File: src/design/ptp_cfg.svh
// Purpose: Offsets, field positions, reset values and timing counts
// Assumes: 250 MHz pclk, byte-addressed APB
// Notes:   Definitions only
`ifndef PTP_CFG_SVH
`define PTP_CFG_SVH
// ==========================================================
// Telegram constants
`define PTP_SYNC_BYTE 8'hC0
`define PTP_CMD_POS1  8'hF1
`define PTP_CMD_POSC  8'hF2
`define PTP_CMD_STOPC 8'hF3
`define PTP_CMD_MON   8'hF4
`define PTP_CMD_MOFF  8'hF5
`define PTP_CMD_SPD1  8'hF6
`define PTP_CMD_SPDC  8'hF7
`define PTP_CMD_BOTH1 8'hF8
`define PTP_CMD_BOTHC 8'hF9
`define PTP_CMD_MARK  8'hFA
`define PTP_CMD_FAULT 8'hFC
`define PTP_CMD_SLEEP 8'hFD
`define PTP_LEN_SHORT 4'h7
`define PTP_LEN_LONG  4'h9
`define PTP_CHR_E     8'h45
`define PTP_CHR_0     8'h30
// ==========================================================
// Register map and fields
`define PTP_A_CTRL    8'h00
`define PTP_A_BAUD    8'h04
`define PTP_A_CYCLE   8'h08
`define PTP_A_STAT    8'h0C
`define PTP_F_DIFF    0
`define PTP_F_FLOW    1
`define PTP_F_FMT_LO  2
`define PTP_CTRL_RST  4'h0
`define PTP_CYC_RST   5'h04
`define PTP_CYC_MIN   5'h01
`define PTP_CYC_MAX   5'h1E
`define PTP_DIV_MIN   16'h0010
// ==========================================================
// Timing
`define PTP_CLK_HZ    250000000
`define PTP_CLK_NS    4
`define PTP_BAUD_DEF  38400
`define PTP_DIV_RST   16'(`PTP_CLK_HZ / `PTP_BAUD_DEF)
`define PTP_MS_NS     1000000
`endif

File: src/design/ptp_pkg.sv
// Purpose: Types shared by the telegram handler
// Assumes: Nothing
// Notes:   Gray codes along IDLE-START-BITS-END-IDLE; the transmitter END to START step flips two bits
package ptp_pkg;
   // ==========================================================
   // Serial engine states
   typedef enum logic [1:0] {
      S_IDLE  = 2'b00,
      S_START = 2'b01,
      S_BITS  = 2'b11,
      S_END   = 2'b10
   } ptp_ser_t;
   typedef enum logic [1:0] {
      F_8N1 = 2'b00,
      F_8E1 = 2'b01,
      F_8O1 = 2'b10,
      F_8N2 = 2'b11
   } ptp_fmt_t;
   typedef enum logic [2:0] {
      K_POS  = 3'h0,
      K_SPD  = 3'h1,
      K_BOTH = 3'h2,
      K_MARK = 3'h3,
      K_FLT  = 3'h4
   } ptp_kind_t;
   // Live sensor state sampled into each response
   typedef struct packed {
      logic        tape_orientation_flag;
      logic        ready;
      logic        switch_line_two_state;
      logic        switch_line_one_state;
      logic        temperature_warning_flag;
      logic [1:0]  quality;
      logic        marker_pending_flag;
      logic        diagnostic_pending_flag;
      logic        value_invalid;
      logic        device_error;
      logic [31:0] position;
      logic [15:0] speed;
      logic [23:0] marker_label;
      logic [2:0]  fault_sel;
   } ptp_sense_t;
endpackage
File: src/design/ptp_core.sv
// Purpose: Request/response telegram handler on a serial link
// Assumes: Inputs synchronous to pclk; sensor data held stable
// Notes:   Config over APB; changing it mid-frame corrupts that frame
`timescale 1ns/1ps
`include "ptp_cfg.svh"
// Functional notes
// Request is control, command, checksum bytes
// Host sends control byte 0xC0
// F1 single, F2 periodic position, F3 stop
// F4 starts measuring, F5 stops it
// F6 single speed, F7 periodic speed
// F8 single combined, F9 periodic combined
// FA marker, FC fault code, FD sleep
// Checksum is XOR of first two bytes
// Bad checksum: drop silently
// Most replies are seven bytes
// Combined replies are nine bytes
// Marker/fault replies: byte two zero
// Status byte zero layout, low nibble zero
// Status byte one flag layout
// Data value MSB first, checksum last
// Marker label sent as three ASCII bytes
// Fault code sent as three ASCII bytes
// Periodic reply each 1..30 ms cycle
// Selectable 8N1, 8E1, 8O1, 8N2 format
// Baud divisor configurable, 38400 default
// RTS/CTS only on single-ended, default off
// Line standard selectable, same content
// Speed value MSB first, then checksum
// Quality field carries two-bit grade
// Unknown commands ignored silently
// Hunt for control byte to resync
module ptp_core #(
   parameter int unsigned MS_CYCLES = `PTP_MS_NS / `PTP_CLK_NS
) (
   input  wire logic                pclk,
   input  wire logic                presetn,
   input  wire logic                psel,
   input  wire logic                penable,
   input  wire logic                pwrite,
   input  wire logic [7:0]          paddr,
   input  wire logic [31:0]         pwdata,
   output logic      [31:0]         prdata,
   output logic                     pready,
   output logic                     pslverr,
   input  wire logic                rxd,
   input  wire logic                cts_n,
   input  wire ptp_pkg::ptp_sense_t sense,
   output logic                     txd,
   output logic                     rts_n,
   output logic                     line_diff,
   output logic                     measure_on,
   output logic                     sleep_on
);
   // ==========================================================
   // Helpers
   function automatic logic [3:0] nbits(input logic [1:0] f);
      nbits = (f == ptp_pkg::F_8N1) ? 4'hA : 4'hB;
   endfunction

   function automatic logic apb_hit(input logic [7:0] a);
      apb_hit = (a == `PTP_A_CTRL) || (a == `PTP_A_BAUD) ||
                (a == `PTP_A_CYCLE) || (a == `PTP_A_STAT);
   endfunction

   // Ninth frame bit: parity, or a stop bit for 8N1 and 8N2
   function automatic logic bit8(input logic [1:0] f,
                                 input logic [7:0] d);
      case (f)
         ptp_pkg::F_8E1: bit8 = ^d;
         ptp_pkg::F_8O1: bit8 = ~^d;
         default:        bit8 = 1'b1;
      endcase
   endfunction

   // ==========================================================
   // State
   logic [3:0]  ctrl_r;
   logic [15:0] div_r;
   logic [4:0]  cyc_r;
   logic        pready_r, pslverr_r;
   logic [31:0] prdata_r, rd_mux;
   ptp_pkg::ptp_ser_t  rx_st_r, tx_st_r;
   logic [15:0] rx_cnt_r, tx_cnt_r;
   logic [3:0]  rx_n_r, bit_n_r, left_r;
   logic [9:0]  rx_sh_r, rx_w;
   logic        rx_v_r, rx_ok;
   logic [7:0]  rx_byte_r, cmd_r, ex_cmd_r, chk_r, tx_byte;
   logic [1:0]  idx_r;
   logic        ex_v_r, measure_r, sleep_r, per_r, go_r;
   ptp_pkg::ptp_kind_t per_kind_r, go_kind_r;
   logic [31:0] ms_cnt_r;
   logic [4:0]  cyc_cnt_r;
   logic        tick_r, txd_r, rts_n_r;
   logic [71:0] msg_r;
   logic [9:0]  sh_r;

   wire [1:0] fmt = ctrl_r[`PTP_F_FMT_LO +: 2];
   wire flow_eff = ctrl_r[`PTP_F_FLOW] & ~ctrl_r[`PTP_F_DIFF];
   wire setup = psel & ~penable & ~pready_r;
   wire wr_acc = psel & penable & pready_r & pwrite;
   wire load = go_r & (tx_st_r == ptp_pkg::S_IDLE);

   // ==========================================================
   // APB slave: one-cycle access phase, error on unmapped address
   always_comb begin
      case (paddr)
         `PTP_A_CTRL:  rd_mux = {28'h0, ctrl_r};
         `PTP_A_BAUD:  rd_mux = {16'h0, div_r};
         `PTP_A_CYCLE: rd_mux = {27'h0, cyc_r};
         `PTP_A_STAT:  rd_mux = {16'h0, ex_cmd_r, 2'h0,
                                 per_kind_r, per_r, sleep_r,
                                 measure_r};
         default:      rd_mux = 32'h0;
      endcase
   end

   always_ff @(posedge pclk or negedge presetn) begin
      if (!presetn) begin
         pready_r  <= 1'b0;
         pslverr_r <= 1'b0;
         prdata_r  <= 32'h0;
      end else begin
         pready_r <= setup;
         if (setup) begin
            pslverr_r <= ~apb_hit(paddr);
            prdata_r  <= pwrite ? 32'h0 : rd_mux;
         end
      end
   end

   // Config writes; out-of-range divisor or cycle is clamped
   always_ff @(posedge pclk or negedge presetn) begin
      if (!presetn) begin
         ctrl_r <= `PTP_CTRL_RST;
         div_r  <= `PTP_DIV_RST;
         cyc_r  <= `PTP_CYC_RST;
      end else if (wr_acc) begin
         case (paddr)
            `PTP_A_CTRL: ctrl_r <= pwdata[3:0];
            `PTP_A_BAUD:
               div_r <= (pwdata[15:0] < `PTP_DIV_MIN) ?
                        `PTP_DIV_MIN : pwdata[15:0];
            `PTP_A_CYCLE:
               cyc_r <= (pwdata[4:0] < `PTP_CYC_MIN) ? `PTP_CYC_MIN :
                        (pwdata[4:0] > `PTP_CYC_MAX) ? `PTP_CYC_MAX :
                        pwdata[4:0];
            default: ;
         endcase
      end
   end

   // ==========================================================
   // Receiver: mid-bit sampling, frames with bad parity/stop dropped
   always_comb begin
      rx_w  = (fmt == ptp_pkg::F_8N1) ? {1'b1, rx_sh_r[9:1]} : rx_sh_r;
      rx_ok = rx_w[9] & (rx_w[8] == bit8(fmt, rx_w[7:0]));
   end

   always_ff @(posedge pclk or negedge presetn) begin
      if (!presetn) begin
         rx_st_r   <= ptp_pkg::S_IDLE;
         rx_cnt_r  <= 16'h0;
         rx_n_r    <= 4'h0;
         rx_sh_r   <= 10'h0;
         rx_v_r    <= 1'b0;
         rx_byte_r <= 8'h0;
      end else begin
         rx_v_r <= 1'b0;
         case (rx_st_r)
            ptp_pkg::S_IDLE: if (!rxd) begin
               rx_cnt_r <= div_r >> 1;
               rx_st_r  <= ptp_pkg::S_START;
            end
            ptp_pkg::S_START: begin
               if (rx_cnt_r != 16'h0) begin
                  rx_cnt_r <= rx_cnt_r - 16'h1;
               end else if (rxd) begin
                  rx_st_r <= ptp_pkg::S_IDLE; // Glitch, not a start
               end else begin
                  rx_cnt_r <= div_r - 16'h1;
                  rx_n_r   <= nbits(fmt) - 4'h1;
                  rx_st_r  <= ptp_pkg::S_BITS;
               end
            end
            ptp_pkg::S_BITS: begin
               if (rx_cnt_r != 16'h0) begin
                  rx_cnt_r <= rx_cnt_r - 16'h1;
               end else begin
                  rx_sh_r  <= {rxd, rx_sh_r[9:1]};
                  rx_cnt_r <= div_r - 16'h1;
                  rx_n_r   <= rx_n_r - 4'h1;
                  if (rx_n_r == 4'h1) rx_st_r <= ptp_pkg::S_END;
               end
            end
            ptp_pkg::S_END: begin
               rx_v_r    <= rx_ok;
               rx_byte_r <= rx_w[7:0];
               rx_st_r   <= ptp_pkg::S_IDLE;
            end
            default: rx_st_r <= ptp_pkg::S_IDLE;
         endcase
      end
   end

   // ==========================================================
   // Request parser: control, command, checksum
   always_ff @(posedge pclk or negedge presetn) begin
      if (!presetn) begin
         idx_r    <= 2'h0;
         cmd_r    <= 8'h0;
         ex_v_r   <= 1'b0;
         ex_cmd_r <= 8'h0;
      end else begin
         ex_v_r <= 1'b0;
         if (rx_v_r) begin
            case (idx_r)
               2'h0: if (rx_byte_r == `PTP_SYNC_BYTE) idx_r <= 2'h1;
               2'h1: begin
                  cmd_r <= rx_byte_r;
                  idx_r <= 2'h2;
               end
               default: begin
                  idx_r <= 2'h0;
                  // Mismatch drops the request with no answer
                  if (rx_byte_r == (`PTP_SYNC_BYTE ^ cmd_r)) begin
                     ex_v_r   <= 1'b1;
                     ex_cmd_r <= cmd_r;
                  end
               end
            endcase
         end
      end
   end

   // ==========================================================
   // Output cycle timer: free-running ms ticks, tick each cyc_r ms
   always_ff @(posedge pclk or negedge presetn) begin
      if (!presetn) begin
         ms_cnt_r  <= 32'h0;
         cyc_cnt_r <= 5'h0;
         tick_r    <= 1'b0;
      end else begin
         tick_r <= 1'b0;
         if (ms_cnt_r >= MS_CYCLES - 1) begin
            ms_cnt_r <= 32'h0;
            if (cyc_cnt_r >= cyc_r - 5'h1) begin
               cyc_cnt_r <= 5'h0;
               tick_r    <= 1'b1;
            end else begin
               cyc_cnt_r <= cyc_cnt_r + 5'h1;
            end
         end else begin
            ms_cnt_r <= ms_cnt_r + 32'h1;
         end
      end
   end

   // ==========================================================
   // Command execution; a new request wins over the launch clear
   always_ff @(posedge pclk or negedge presetn) begin
      if (!presetn) begin
         measure_r  <= 1'b0;
         sleep_r    <= 1'b0;
         per_r      <= 1'b0;
         per_kind_r <= ptp_pkg::K_POS;
         go_r       <= 1'b0;
         go_kind_r  <= ptp_pkg::K_POS;
      end else begin
         if (load) go_r <= 1'b0;
         if (tick_r && per_r) begin
            go_r      <= 1'b1;
            go_kind_r <= per_kind_r;
         end
         if (ex_v_r) begin
            case (ex_cmd_r)
               `PTP_CMD_POS1, `PTP_CMD_POSC, `PTP_CMD_STOPC,
               `PTP_CMD_MON, `PTP_CMD_MOFF: begin
                  go_r      <= 1'b1;
                  go_kind_r <= ptp_pkg::K_POS;
               end
               `PTP_CMD_SPD1, `PTP_CMD_SPDC: begin
                  go_r      <= 1'b1;
                  go_kind_r <= ptp_pkg::K_SPD;
               end
               `PTP_CMD_BOTH1, `PTP_CMD_BOTHC: begin
                  go_r      <= 1'b1;
                  go_kind_r <= ptp_pkg::K_BOTH;
               end
               `PTP_CMD_MARK: begin
                  go_r      <= 1'b1;
                  go_kind_r <= ptp_pkg::K_MARK;
               end
               `PTP_CMD_FAULT: begin
                  go_r      <= 1'b1;
                  go_kind_r <= ptp_pkg::K_FLT;
               end
               default: ;
            endcase
            case (ex_cmd_r)
               `PTP_CMD_POSC: begin
                  per_r      <= 1'b1;
                  per_kind_r <= ptp_pkg::K_POS;
               end
               `PTP_CMD_SPDC: begin
                  per_r      <= 1'b1;
                  per_kind_r <= ptp_pkg::K_SPD;
               end
               `PTP_CMD_BOTHC: begin
                  per_r      <= 1'b1;
                  per_kind_r <= ptp_pkg::K_BOTH;
               end
               `PTP_CMD_STOPC: per_r <= 1'b0;
               `PTP_CMD_MON: begin
                  measure_r <= 1'b1;
                  sleep_r   <= 1'b0;
               end
               `PTP_CMD_MOFF: measure_r <= 1'b0;
               `PTP_CMD_SLEEP: begin
                  sleep_r   <= 1'b1;
                  measure_r <= 1'b0;
                  per_r     <= 1'b0;
               end
               default: ;
            endcase
         end
      end
   end

   // ==========================================================
   // Transmitter: snapshot telegram, shift bytes, append checksum
   logic [15:0] stat16;
   logic [47:0] pay48;
   logic [23:0] fcode;
   always_comb begin
      stat16 = {sense.tape_orientation_flag, sense.ready,
                sense.switch_line_two_state,
                sense.switch_line_one_state, 4'h0,
                sense.temperature_warning_flag, sense.quality,
                sleep_r, sense.marker_pending_flag,
                sense.diagnostic_pending_flag, sense.value_invalid,
                sense.device_error};
      case (sense.fault_sel)
         3'h1, 3'h2, 3'h3, 3'h5:
            fcode = {`PTP_CHR_E, `PTP_CHR_0,
                     `PTP_CHR_0 | {5'h0, sense.fault_sel}};
         default: fcode = {`PTP_CHR_E, `PTP_CHR_0, `PTP_CHR_0};
      endcase
      case (go_kind_r)
         ptp_pkg::K_SPD:  pay48 = {16'h0, sense.speed, 16'h0};
         ptp_pkg::K_BOTH: pay48 = {sense.position, sense.speed};
         ptp_pkg::K_MARK: pay48 = {8'h00, sense.marker_label,
                                   16'h0};
         ptp_pkg::K_FLT:  pay48 = {8'h00, fcode, 16'h0};
         default:         pay48 = {sense.position, 16'h0};
      endcase
      tx_byte = (left_r == 4'h1) ? chk_r : msg_r[71:64];
   end

   always_ff @(posedge pclk or negedge presetn) begin
      if (!presetn) begin
         tx_st_r  <= ptp_pkg::S_IDLE;
         msg_r    <= 72'h0;
         left_r   <= 4'h0;
         chk_r    <= 8'h0;
         sh_r     <= 10'h3FF;
         bit_n_r  <= 4'h0;
         tx_cnt_r <= 16'h0;
         txd_r    <= 1'b1;
         rts_n_r  <= 1'b1;
      end else begin
         rts_n_r <= ~flow_eff;
         case (tx_st_r)
            ptp_pkg::S_IDLE: if (load) begin
               msg_r   <= {stat16, pay48, 8'h0};
               chk_r   <= 8'h0;
               left_r  <= (go_kind_r == ptp_pkg::K_BOTH) ?
                          `PTP_LEN_LONG : `PTP_LEN_SHORT;
               tx_st_r <= ptp_pkg::S_START;
            end
            // Each byte waits for clear-to-send when flow is on
            ptp_pkg::S_START: if (!flow_eff || !cts_n) begin
               sh_r     <= {1'b1, bit8(fmt, tx_byte), tx_byte};
               chk_r    <= chk_r ^ tx_byte;
               msg_r    <= {msg_r[63:0], 8'h0};
               bit_n_r  <= nbits(fmt);
               tx_cnt_r <= div_r - 16'h1;
               txd_r    <= 1'b0;
               tx_st_r  <= ptp_pkg::S_BITS;
            end
            ptp_pkg::S_BITS: begin
               if (tx_cnt_r != 16'h0) begin
                  tx_cnt_r <= tx_cnt_r - 16'h1;
               end else if (bit_n_r == 4'h1) begin
                  tx_st_r <= ptp_pkg::S_END;
               end else begin
                  txd_r    <= sh_r[0];
                  sh_r     <= {1'b1, sh_r[9:1]};
                  bit_n_r  <= bit_n_r - 4'h1;
                  tx_cnt_r <= div_r - 16'h1;
               end
            end
            ptp_pkg::S_END: begin
               left_r  <= left_r - 4'h1;
               tx_st_r <= (left_r == 4'h1) ? ptp_pkg::S_IDLE :
                          ptp_pkg::S_START;
            end
            default: tx_st_r <= ptp_pkg::S_IDLE;
         endcase
      end
   end

   // ==========================================================
   // Outputs, all flops
   assign prdata     = prdata_r;
   assign pready     = pready_r;
   assign pslverr    = pslverr_r;
   assign txd        = txd_r;
   assign rts_n      = rts_n_r;
   assign line_diff  = ctrl_r[`PTP_F_DIFF];
   assign measure_on = measure_r;
   assign sleep_on   = sleep_r;
endmodule

File: config.mk
export PLATFORM = sky130hd
export DESIGN_NAME = ptp_core
export DESIGN_NICKNAME = d
export VERILOG_FILES = /design/src/design/ptp_pkg.sv /design/src/design/ptp_core.sv
export VERILOG_INCLUDE_DIRS = /design/src /design/src/design
export SDC_FILE = /design/constraint.sdc
export NUM_CORES = 1
export LEC_CHECK = 0
export BUFFER_PORTS_ARGS = -buffer_cell sky130_fd_sc_hd__buf_4
export CAP_MARGIN = 20
export CORE_MARGIN = 10
export CORE_UTILIZATION = 30
export DETAILED_ROUTE_END_ITERATION = 6
export PLACE_DENSITY = 0.54
export SYNTH_ARGS = -nofsm -noshare
export SYNTH_HDL_FRONTEND = slang
export SYNTH_SLANG_ARGS = --single-unit
File: constraint.sdc
create_clock -name pclk -period 7 [get_ports pclk]
set_input_delay 1.4 -clock pclk [delete_from_list [all_inputs] [get_ports pclk]]
set_output_delay 1.4 -clock pclk [all_outputs]
set_load 0.1 [all_outputs]
**Word level (Yosys, flattened, before mapping)**

Index checks and enable logic that the tools add are counted.

- Bits in registers: 285
- Output and inout port bits: 39
- Logic and storage cells: 251

- Add/subtract/negate cells: 10
- Order comparisons: 5
- Equal/unequal tests: 51
- Mux-type cells: 79
- Bitwise logic cells: 17
- Reductions and logical operators: 55

Operator list:

| kind | number |
|---|---|
| $pmux 48 s4 | 1 |
| $mux 72 | 2 |
| $pmux 72 s2 | 1 |
| $mux 16 | 8 |
| $eq 8x8->1 const B | 13 |
| $mux 32 | 2 |
| $pmux 16 s4 | 1 |
| $pmux 16 s3 | 1 |
| $sub 16x1->16 const B | 3 |
| $mux 10 | 4 |
| $add 32x1->32 const B | 1 |
| $ge 32x18->1 const B | 1 |
| $mux 4 | 8 |
| $pmux 16 s2 | 1 |
| $reduce_bool 16->1 | 2 |
| $mux 8 | 3 |
| $pmux 4 s2 | 3 |
| $ne 2x2->1 const B | 11 |
| $reduce_and 2->1 | 11 |
| $mux 2 | 10 |
| $pmux 10 s2 | 1 |
| $eq 8x4->1 const B | 2 |
| $lt 16x5->1 const B | 1 |
| $pmux 2 s4 | 2 |
| 44 further kinds | 124 |

**Logic depth before layout (Yosys ltp)**

Gate-level depths: netlist (run 1).

- Depth in word-level cells: 7
- Gate-level depth with buffers: 10

**Worst setup path before layout (run 1)**

Ideal clock, no wire load.

- Path kind: input to register
- Start: in paddr[5]
- End: reg div_r[13]
- Arrival: 2.963 ns
- Data required time: 6.875 ns
- Path slack: 3.912 ns
- Stages on the path: 5
- Path buffers: 1
- Cells stage by stage: nor4_1 > nand2_1 > nor3_1 > clkbuf_1 > mux2_2

- Word-level cells in the longest chain between the ends: 2

RTL lines:

| element | line | text |
|---|---|---|
| from (decl) | ptp_core.sv:41 | `input wire logic [7:0] paddr,` |
| $eq 8x3->1 | ptp_core.sv:139 | `case (paddr)` |
| $reduce_and 2->1 (no source line) | n/a |  |
| to (signal assigned) | ptp_core.sv:136 | `` div_r <= `PTP_DIV_RST; `` |
| to (signal assigned) | ptp_core.sv:142 | `` div_r <= (pwdata[15:0] < `PTP_DIV_MIN) ? `` |
| to (decl) | ptp_core.sv:79 | `logic [15:0] div_r;` |

No other way between the ends.
A chain may end at the register's enable or synchronous reset.

**Worst setup path after layout (run 1)**

- Start: reg rx_cnt_r[8]
- End: reg rx_cnt_r[2]

- Word-level cells in the longest chain between the ends: 3
- Elaborated cells between the ends (all ways): 6

RTL lines:

| element | line | text |
|---|---|---|
| from (decl) | ptp_core.sv:84 | `logic [15:0] rx_cnt_r, tx_cnt_r;` |
| from (signal assigned) | ptp_core.sv:172 | `rx_cnt_r <= div_r >> 1;` |
| from (signal assigned) | ptp_core.sv:177 | `rx_cnt_r <= rx_cnt_r - 16'h1;` |
| from (signal assigned) | ptp_core.sv:181 | `rx_cnt_r <= div_r - 16'h1;` |
| $reduce_bool 16->1 * | ptp_core.sv:176, ptp_core.sv:187 |  |
| $ne 3x3->1 (no source line), or another cell as far along | n/a |  |
| $reduce_and 3->1 (no source line) or $pmux 16 s3 (tied branches) | n/a |  |

Mark *: on every way between the ends. The rest lies on a longest branch, timed or not.

==> results of run 1 <==
[per-layer routing]
layer | GRT usage | vias to the layer above | routed length [µm]
met5 | 0 | - | 0
met4 | 0.0308 | 0 | 821
met3 | 0.0266 | 50 | 2020
met2 | 0.211 | 251 | 17000
met1 | 0.193 | 5354 | 18200
li1 | - | 5351 | -
[cells by family (layout without fill, tap and decap cells)]
family | Yosys count | count (layout)
AO/OA/AOI/OAI | 364 | 364
AND/OR/NAND/NOR | 510 | 510
buffers and inverters | 128 | 246
flip-flops | 259 | 259
multiplexers | 96 | 96
other | 1 | 30
XOR/XNOR | 76 | 76
adder cells (fa/ha/maj) | 22 | 22
[stage by stage]
stage | total power [mW] | worst slack, ns | area, µm² | hold WS [ns] | util
after floorplan | 2.01 | 3.91 | 13800 | 0.409 | -
after global placement | 2.16 | 3.36 | 15300 | 0.448 | 0.338
after detailed placement | 2.17 | 3.32 | 15300 | 0.451 | 0.338
after CTS | 3.74 | 3.77 | 16300 | 0.459 | 0.360
after global routing | 3.87 | 3.55 | 16300 | 0.479 | 0.360
final | 3.70 | 3.78 | 16300 | 0.457 | 0.360
[sequential cells by signal, indices dropped and copies added (netlist names), 9 cells and up]
| signal | count |
|---|---|
| msg_r | 64 |
| ms_cnt_r | 32 |
| div_r | 16 |
| prdata | 16 |
| rx_cnt_r | 16 |
| tx_cnt_r | 16 |
| rx_sh_r | 10 |
| sh_r | 9 |
[final timing paths]
| check | endpoint | cells after the start |
|---|---|---|
| min reg2reg | txd$_DFFE_PN1P_ | 2 |
| min in group asynchronous | rx_sh_r[6]$_DFFE_PN0P_ | 1 |
| max in group asynchronous | ms_cnt_r[28]$_DFF_PN0_ | 2 |
| max | rx_cnt_r[2]$_DFFE_PN0P_ | 6 |
| max reg2reg | rx_cnt_r[2]$_DFFE_PN0P_ | 6 |
| min | txd$_DFFE_PN1P_ | 2 |
[final cells by class]
type	count	area, µm²	share of cell area
inverter	36	135	0.00830
timing repair buffer	156	1190	0.0734
clock inverter	10	108	0.00661
clock buffer	44	862	0.0530
multi-input combinational	1098	6720	0.413
tap	600	751	0.0461
sequential	259	6510	0.400
[power by group through the flow]
stage / Clock [mW] / Combinational, mW / Sequential (mW)
after global routing: 1.66 / 0.525 / 1.69
after global placement: 0 / 0.464 / 1.69
after detailed placement: 0 / 0.473 / 1.70
final: 1.56 / 0.471 / 1.67
after floorplan: 0 / 0.332 / 1.67
after CTS: 1.60 / 0.475 / 1.67
[synthesized netlist by cell type, types with 5 or more instances]
cell,number,area [µm²]
a211oi_1,5,37.5
a21o_1,11,82.6
a21oi_1,98,490
a221oi_1,15,131
a22o_1,21,184
a31oi_1,27,169
and2_1,5,31.3
and3_1,5,31.3
buf_4,16,120
clkbuf_1,68,255
dfrtp_1,239,5980
dfstp_2,20,526
ha_1,22,275
inv_1,36,135
mux2_2,47,529
mux2i_1,45,450
nand2_1,189,709
nand2b_1,15,93.8
nand3_1,44,220
nand4_1,11,68.8
nor2_1,140,526
nor2b_1,13,81.3
nor3_1,36,180
nor4_1,14,87.6
o211ai_1,5,37.5
o21ai_0,128,641
o21ai_2,9,78.8
o22ai_1,14,87.6
or3_1,11,68.8
xnor2_1,50,438
xor2_1,26,228
[critical path: stages, from the launching register on]
cell     delay (ns)
dfrtp_1        0.42
or3_4          0.41
or3_4          0.41
or4_1          0.79
o21a_4         0.33
nor2_8         0.35
mux2_2         0.39
==> results.toml, run 1 <==
[power]
p_int_mw = 2.71
combPwrFrac = 0.127
vdd_drop_max_v = 0.000163
clockPowerShare = 0.421
power_switching_mw = 0.990
seqPwrFrac = 0.452
cellPowerDensity_mw_per_mm2 = 227
leakagePower_nw = 7.10
swShare = 0.268

[yosys]
avgSynthCellArea_um2 = 9.37
synth_edf_count = 0
yosys.area_share.simple = 0.171
ys_types = 66
ys_async_sr_fraction = 1.00
synth-compound-area-share = 0.162
synth_cells = 1456
synth_top_family_by_area = "simple AND/OR/NAND/NOR gates"
synth.area.mux_share = 0.0784
synthFlopType = "dfrtp_1"
synth.yosys.warnings = 0
synth_seq_area_share = 0.477
syn_area_mm2 = 0.0136
synth_fa_ha_area_frac = 0.0202
synth_xor_area_frac = 0.0488
synth-seq-cells = 259

[route]
wire_per_inst_um = 17.3
drc = 0
routed_wl_mm = 38.1
drtAntennaViolNets = 0
drtIter0Drc = 1051
dr.pass1.iters = 5
vias_per_cell = 5.00
vias = 11000

[sta]
fin_crit_ns = 3.22
clock.fmax_mhz = 311
maxSlewViolCount = 0
fin_crit_sh = 0.459
finClkSkew_ns = 0.0127
setup_viol = 0
worst_pin_slew_ns = 1.09
setup_tns_ns = 0
rsz0062_at_grt = "no"
finalHoldViolations = 0
slew_headroom = 0.274

[grt]
grt_max_degree = 196
grt_antenna_before_repair = 0
grt_pass1_vias = 10900
grt_util_all_layers = 0.137
grt_pass1_wl_mm = 60.7
overflow = 0

[clocking]
cts_tree = "done"
cts_buffers = 29
cts.repair.resized = 0
clockBufferDepth = 3
post_cts_buffers = 0
cts-hold-fix-buffers = 0
clkLatencyLatePin_ns = 0.57
clock-sinks = 259
h-tree-depth = 1
clk_pin_slew_ns = 0.06
cts_root_buffer = "clkbuf_16"

[job]
max_cap_violations = 0

[final_layout]
fill_cells = 4591
antenna_cells = 0
fin_cells = 2203
area_growth_pct = 19.3
drive_gt1_frac = 0.188
final_common_cell = "dfrtp_1"
nets = 1735
final_cell_mix = "dfrtp_1, nand2_1, buf_4"

[min_path]
hp-class = "reg2reg"
min-delay-start = "txd$_DFFE_PN1P_"

[outcome]
status = "complete, no violations"

[place]
hpwlAfterDp_mm = 27.0
place.gp.congestion = 0.797
io_buffer_count = 139
placedCellCount = 2148

[setup_path]
timing_worst_setup_path_type = "reg2reg"
cp_max_fo = 27
arrival_ns = 3.67
r2r-start = "rx_cnt_r[8]$_DFFE_PN0P_"
endpoint_kind = "flop"
crit_required_ns = 7.45
start_kind = "flop"
critPathLaunch = "rx_cnt_r[8]$_DFFE_PN0P_"
r2r_setup_slack_ns = 3.78

[floorplanning]
die_x_um = 233
rows = 78
die-height_um = 233
io_pins = 172
dieArea_mm2 = 0.0544
coreArea_mm2 = 0.0452
start_util = 0.302
No activity file was read; power rests on OpenSTA's default activity.
==> inputs of run 2 (changes only) <==
--- a/config.mk
+++ b/config.mk
@@ -6,6 +6,7 @@
 export SDC_FILE = /design/constraint.sdc
 export NUM_CORES = 1
 export LEC_CHECK = 0
+export ABC_AREA = 1
 export BUFFER_PORTS_ARGS = -buffer_cell sky130_fd_sc_hd__buf_4
 export CAP_MARGIN = 20
 export CORE_MARGIN = 10
==> constraint.sdc (replaced) <==
create_clock -name pclk -period 3.2 [get_ports pclk]
set_input_delay 0.64 -clock pclk [delete_from_list [all_inputs] [get_ports pclk]]
set_output_delay 0.64 -clock pclk [all_outputs]
set_load 0.1 [all_outputs]
==> results.toml, run 2 <==
[floorplanning]
start_util = 0.303
die-height_um = 237
io_pins = 172
dieArea_mm2 = 0.0561
rows = 79
die_x_um = 237
coreArea_mm2 = 0.0466

[yosys]
syn_area_mm2 = 0.0141
synth_edf_count = 0
synth_top_area_frac = 0.424
synth_cells = 1802
avgSynthCellArea_um2 = 7.83
synth.area.top_cells = "dfrtp_1, nand2_1, o21ai_0"
ys_types = 54
synth_seq_area_share = 0.461
synth-seq-cells = 259
synth.yosys.warnings = 0
synthTopCellsByCount = "nand2_1, dfrtp_1, inv_1"
yosysTopAreaCell = "dfrtp_1"
ys_async_sr_fraction = 1.00
synthFlopType = "dfrtp_1"
synth_most_common_cell = "nand2_1"

[final_layout]
final_area_mm2 = 0.0170
largest_register = "msg_r"
fill_cells = 4791
top_regs = "msg_r: 64 flops, ms_cnt_r: 32 flops"
antenna_cells = 0
area_growth_pct = 20.3
drive_gt1_frac = 0.142
largest_reg_flops = 64
final_common_cell = "nand2_1"
nets = 2102
final_cell_mix = "nand2_1, dfrtp_1, inv_1"

[route]
vias_per_cell = 4.89
drtIter0Drc = 1090
dr.pass1.iters = 7
vias = 12600
routed_wl_mm = 41.0
drtAntennaViolNets = 0
drc = 2
wire_per_inst_um = 15.9

[clocking]
cts_buffers = 31
cts-hold-fix-buffers = 0
h-tree-depth = 1
clock-sinks = 259
clkLatencyLatePin_ns = 0.58
post_cts_buffers = 0
cts.repair.resized = 0
cts_root_buffer = "clkbuf_16"
clockBufferDepth = 3
clk_pin_slew_ns = 0.06
cts_tree = "done"

[power]
power_switching_mw = 1.80
leakagePower_nw = 8.08
vdd_drop_max_v = 0.000408
cellPowerDensity_mw_per_mm2 = 459
p_int_mw = 6.00
seqPwrFrac = 0.433
swShare = 0.231
combPwrFrac = 0.066
clockPowerShare = 0.501

[sta]
slew_headroom = 0.441
maxSlewViolCount = 0
finalHoldViolations = 0
setup_viol = 0
fin_crit_ns = 2.31
fin_crit_sh = 0.720
finClkSkew_ns = 0.0220
setup_slack_ns = 0.895
setup_tns_ns = 0
clock.fmax_mhz = 434
rsz0062_at_grt = "no"
worst_pin_slew_ns = 0.836

[grt]
grt_antenna_before_repair = 0
grt_pass1_wl_mm = 66.8
overflow = 0
grt_max_degree = 86
grt_util_all_layers = 0.143
grt_pass1_vias = 12200

[outcome]
violations = "DRC"
status = "finished, violations left"

[setup_path]
timing_worst_setup_path_type = "reg2reg"
r2r-end = "bit_n_r[2]$_DFFE_PN0P_"
arrival_ns = 2.76
r2r_cells = 13
crit_required_ns = 3.65
endpoint_kind = "flop"
start_kind = "flop"
r2r_setup_slack_ns = 0.89
r2r-start = "tx_cnt_r[0]$_DFFE_PN0P_"
cp_max_fo = 21

[place]
hpwlAfterDp_mm = 30.2
place.gp.congestion = 0.857
io_buffer_count = 139
place_ws_ns = 0.890
placed_area_mm2 = 0.0158

[min_path]
hp-class = "in2async"

[job]
max_cap_violations = 0
## run 2: worst max-delay path by stage
stage                        startpoint                endpoint  slack (ns)
5_1_grt        tx_cnt_r[11]$_DFFE_PN0P_  bit_n_r[2]$_DFFE_PN0P_        0.62
2_1_floorplan     ctrl_r[0]$_DFFE_PN0P_     sh_r[1]$_DFFE_PN1P_        1.11
3_3_place_gp      ctrl_r[2]$_DFFE_PN0P_        rx_v_r$_DFF_PN0_        0.90
3_5_place_dp    tx_cnt_r[0]$_DFFE_PN0P_  bit_n_r[2]$_DFFE_PN0P_        0.89
6_report        tx_cnt_r[0]$_DFFE_PN0P_  bit_n_r[2]$_DFFE_PN0P_        0.89
4_1_cts         tx_cnt_r[0]$_DFFE_PN0P_  bit_n_r[2]$_DFFE_PN0P_        0.87
## run 2: kinds of logic (layout without fill, tap and decap cells)
group                      Yosys count  after routing  share of synthesized area
and+or+nand+nor                    785            785                      0.238
AOI/OAI and AO/OA                  405            405                      0.168
buffers and inverters              284            424                     0.0854
DFF                                259            259                      0.461
xor gates and xnor gates            46             46                     0.0286
adders and majority gates           22             22                     0.0195
other                                1             30                   0.000266
## run 2: routing by layer
layer | share of wire | track usage | vias up
met5 | 0 | 0 | -
met4 | 0.020 | 0.0344 | 0
met3 | 0.059 | 0.0261 | 50
met2 | 0.44 | 0.219 | 325
met1 | 0.48 | 0.204 | 6000
li1 | - | - | 6235
## run 2: per-stage QoR
step / instances / power, mW / util / hold WS, ns
after floorplan: 1831 / 3.71 / - / 0.344
after global placement: 2521 / 3.94 / 0.340 / 0.450
after detailed placement: 2521 / 3.96 / 0.340 / 0.457
after CTS: 2578 / 7.91 / 0.365 / 0.0711
after global routing: 2578 / 8.12 / 0.365 / 0.0889
final: 2578 / 7.80 / 0.365 / 0.0572
## run 2: critical path, cell delays in order (launching register included)
cell	delay, ns
dfrtp_1	0.37
inv_1	0.13
ha_1	0.16
nand2_1	0.06
nor2_1	0.12
nand2_1	0.06
inv_1	0.09
nor2_1	0.08
inv_2	0.30
nand2_2	0.18
inv_2	0.30
nand2_1	0.11
o21ai_0	0.17
a21oi_1	0.06
## run 2: area by class of cell
cell class                      instances  area, µm²  area share
Clock buffer                           43        881      0.0519
Clock inverter                         14        251      0.0148
Inverter                              203        767      0.0452
Multi-Input combinational cell       1288       6510       0.384
Sequential cell                       259       6510       0.383
Tap cell                              607        759      0.0447
Timing Repair Buffer                  164       1300      0.0766
## run 2: power groups by stage
stage	clock (mW)	combinational (mW)	sequential, mW
final	3.91	0.514	3.38
after global placement	0	0.510	3.43
after global routing	4.16	0.582	3.38
after floorplan	0	0.281	3.43
after CTS	4.01	0.523	3.38
after detailed placement	0	0.523	3.43
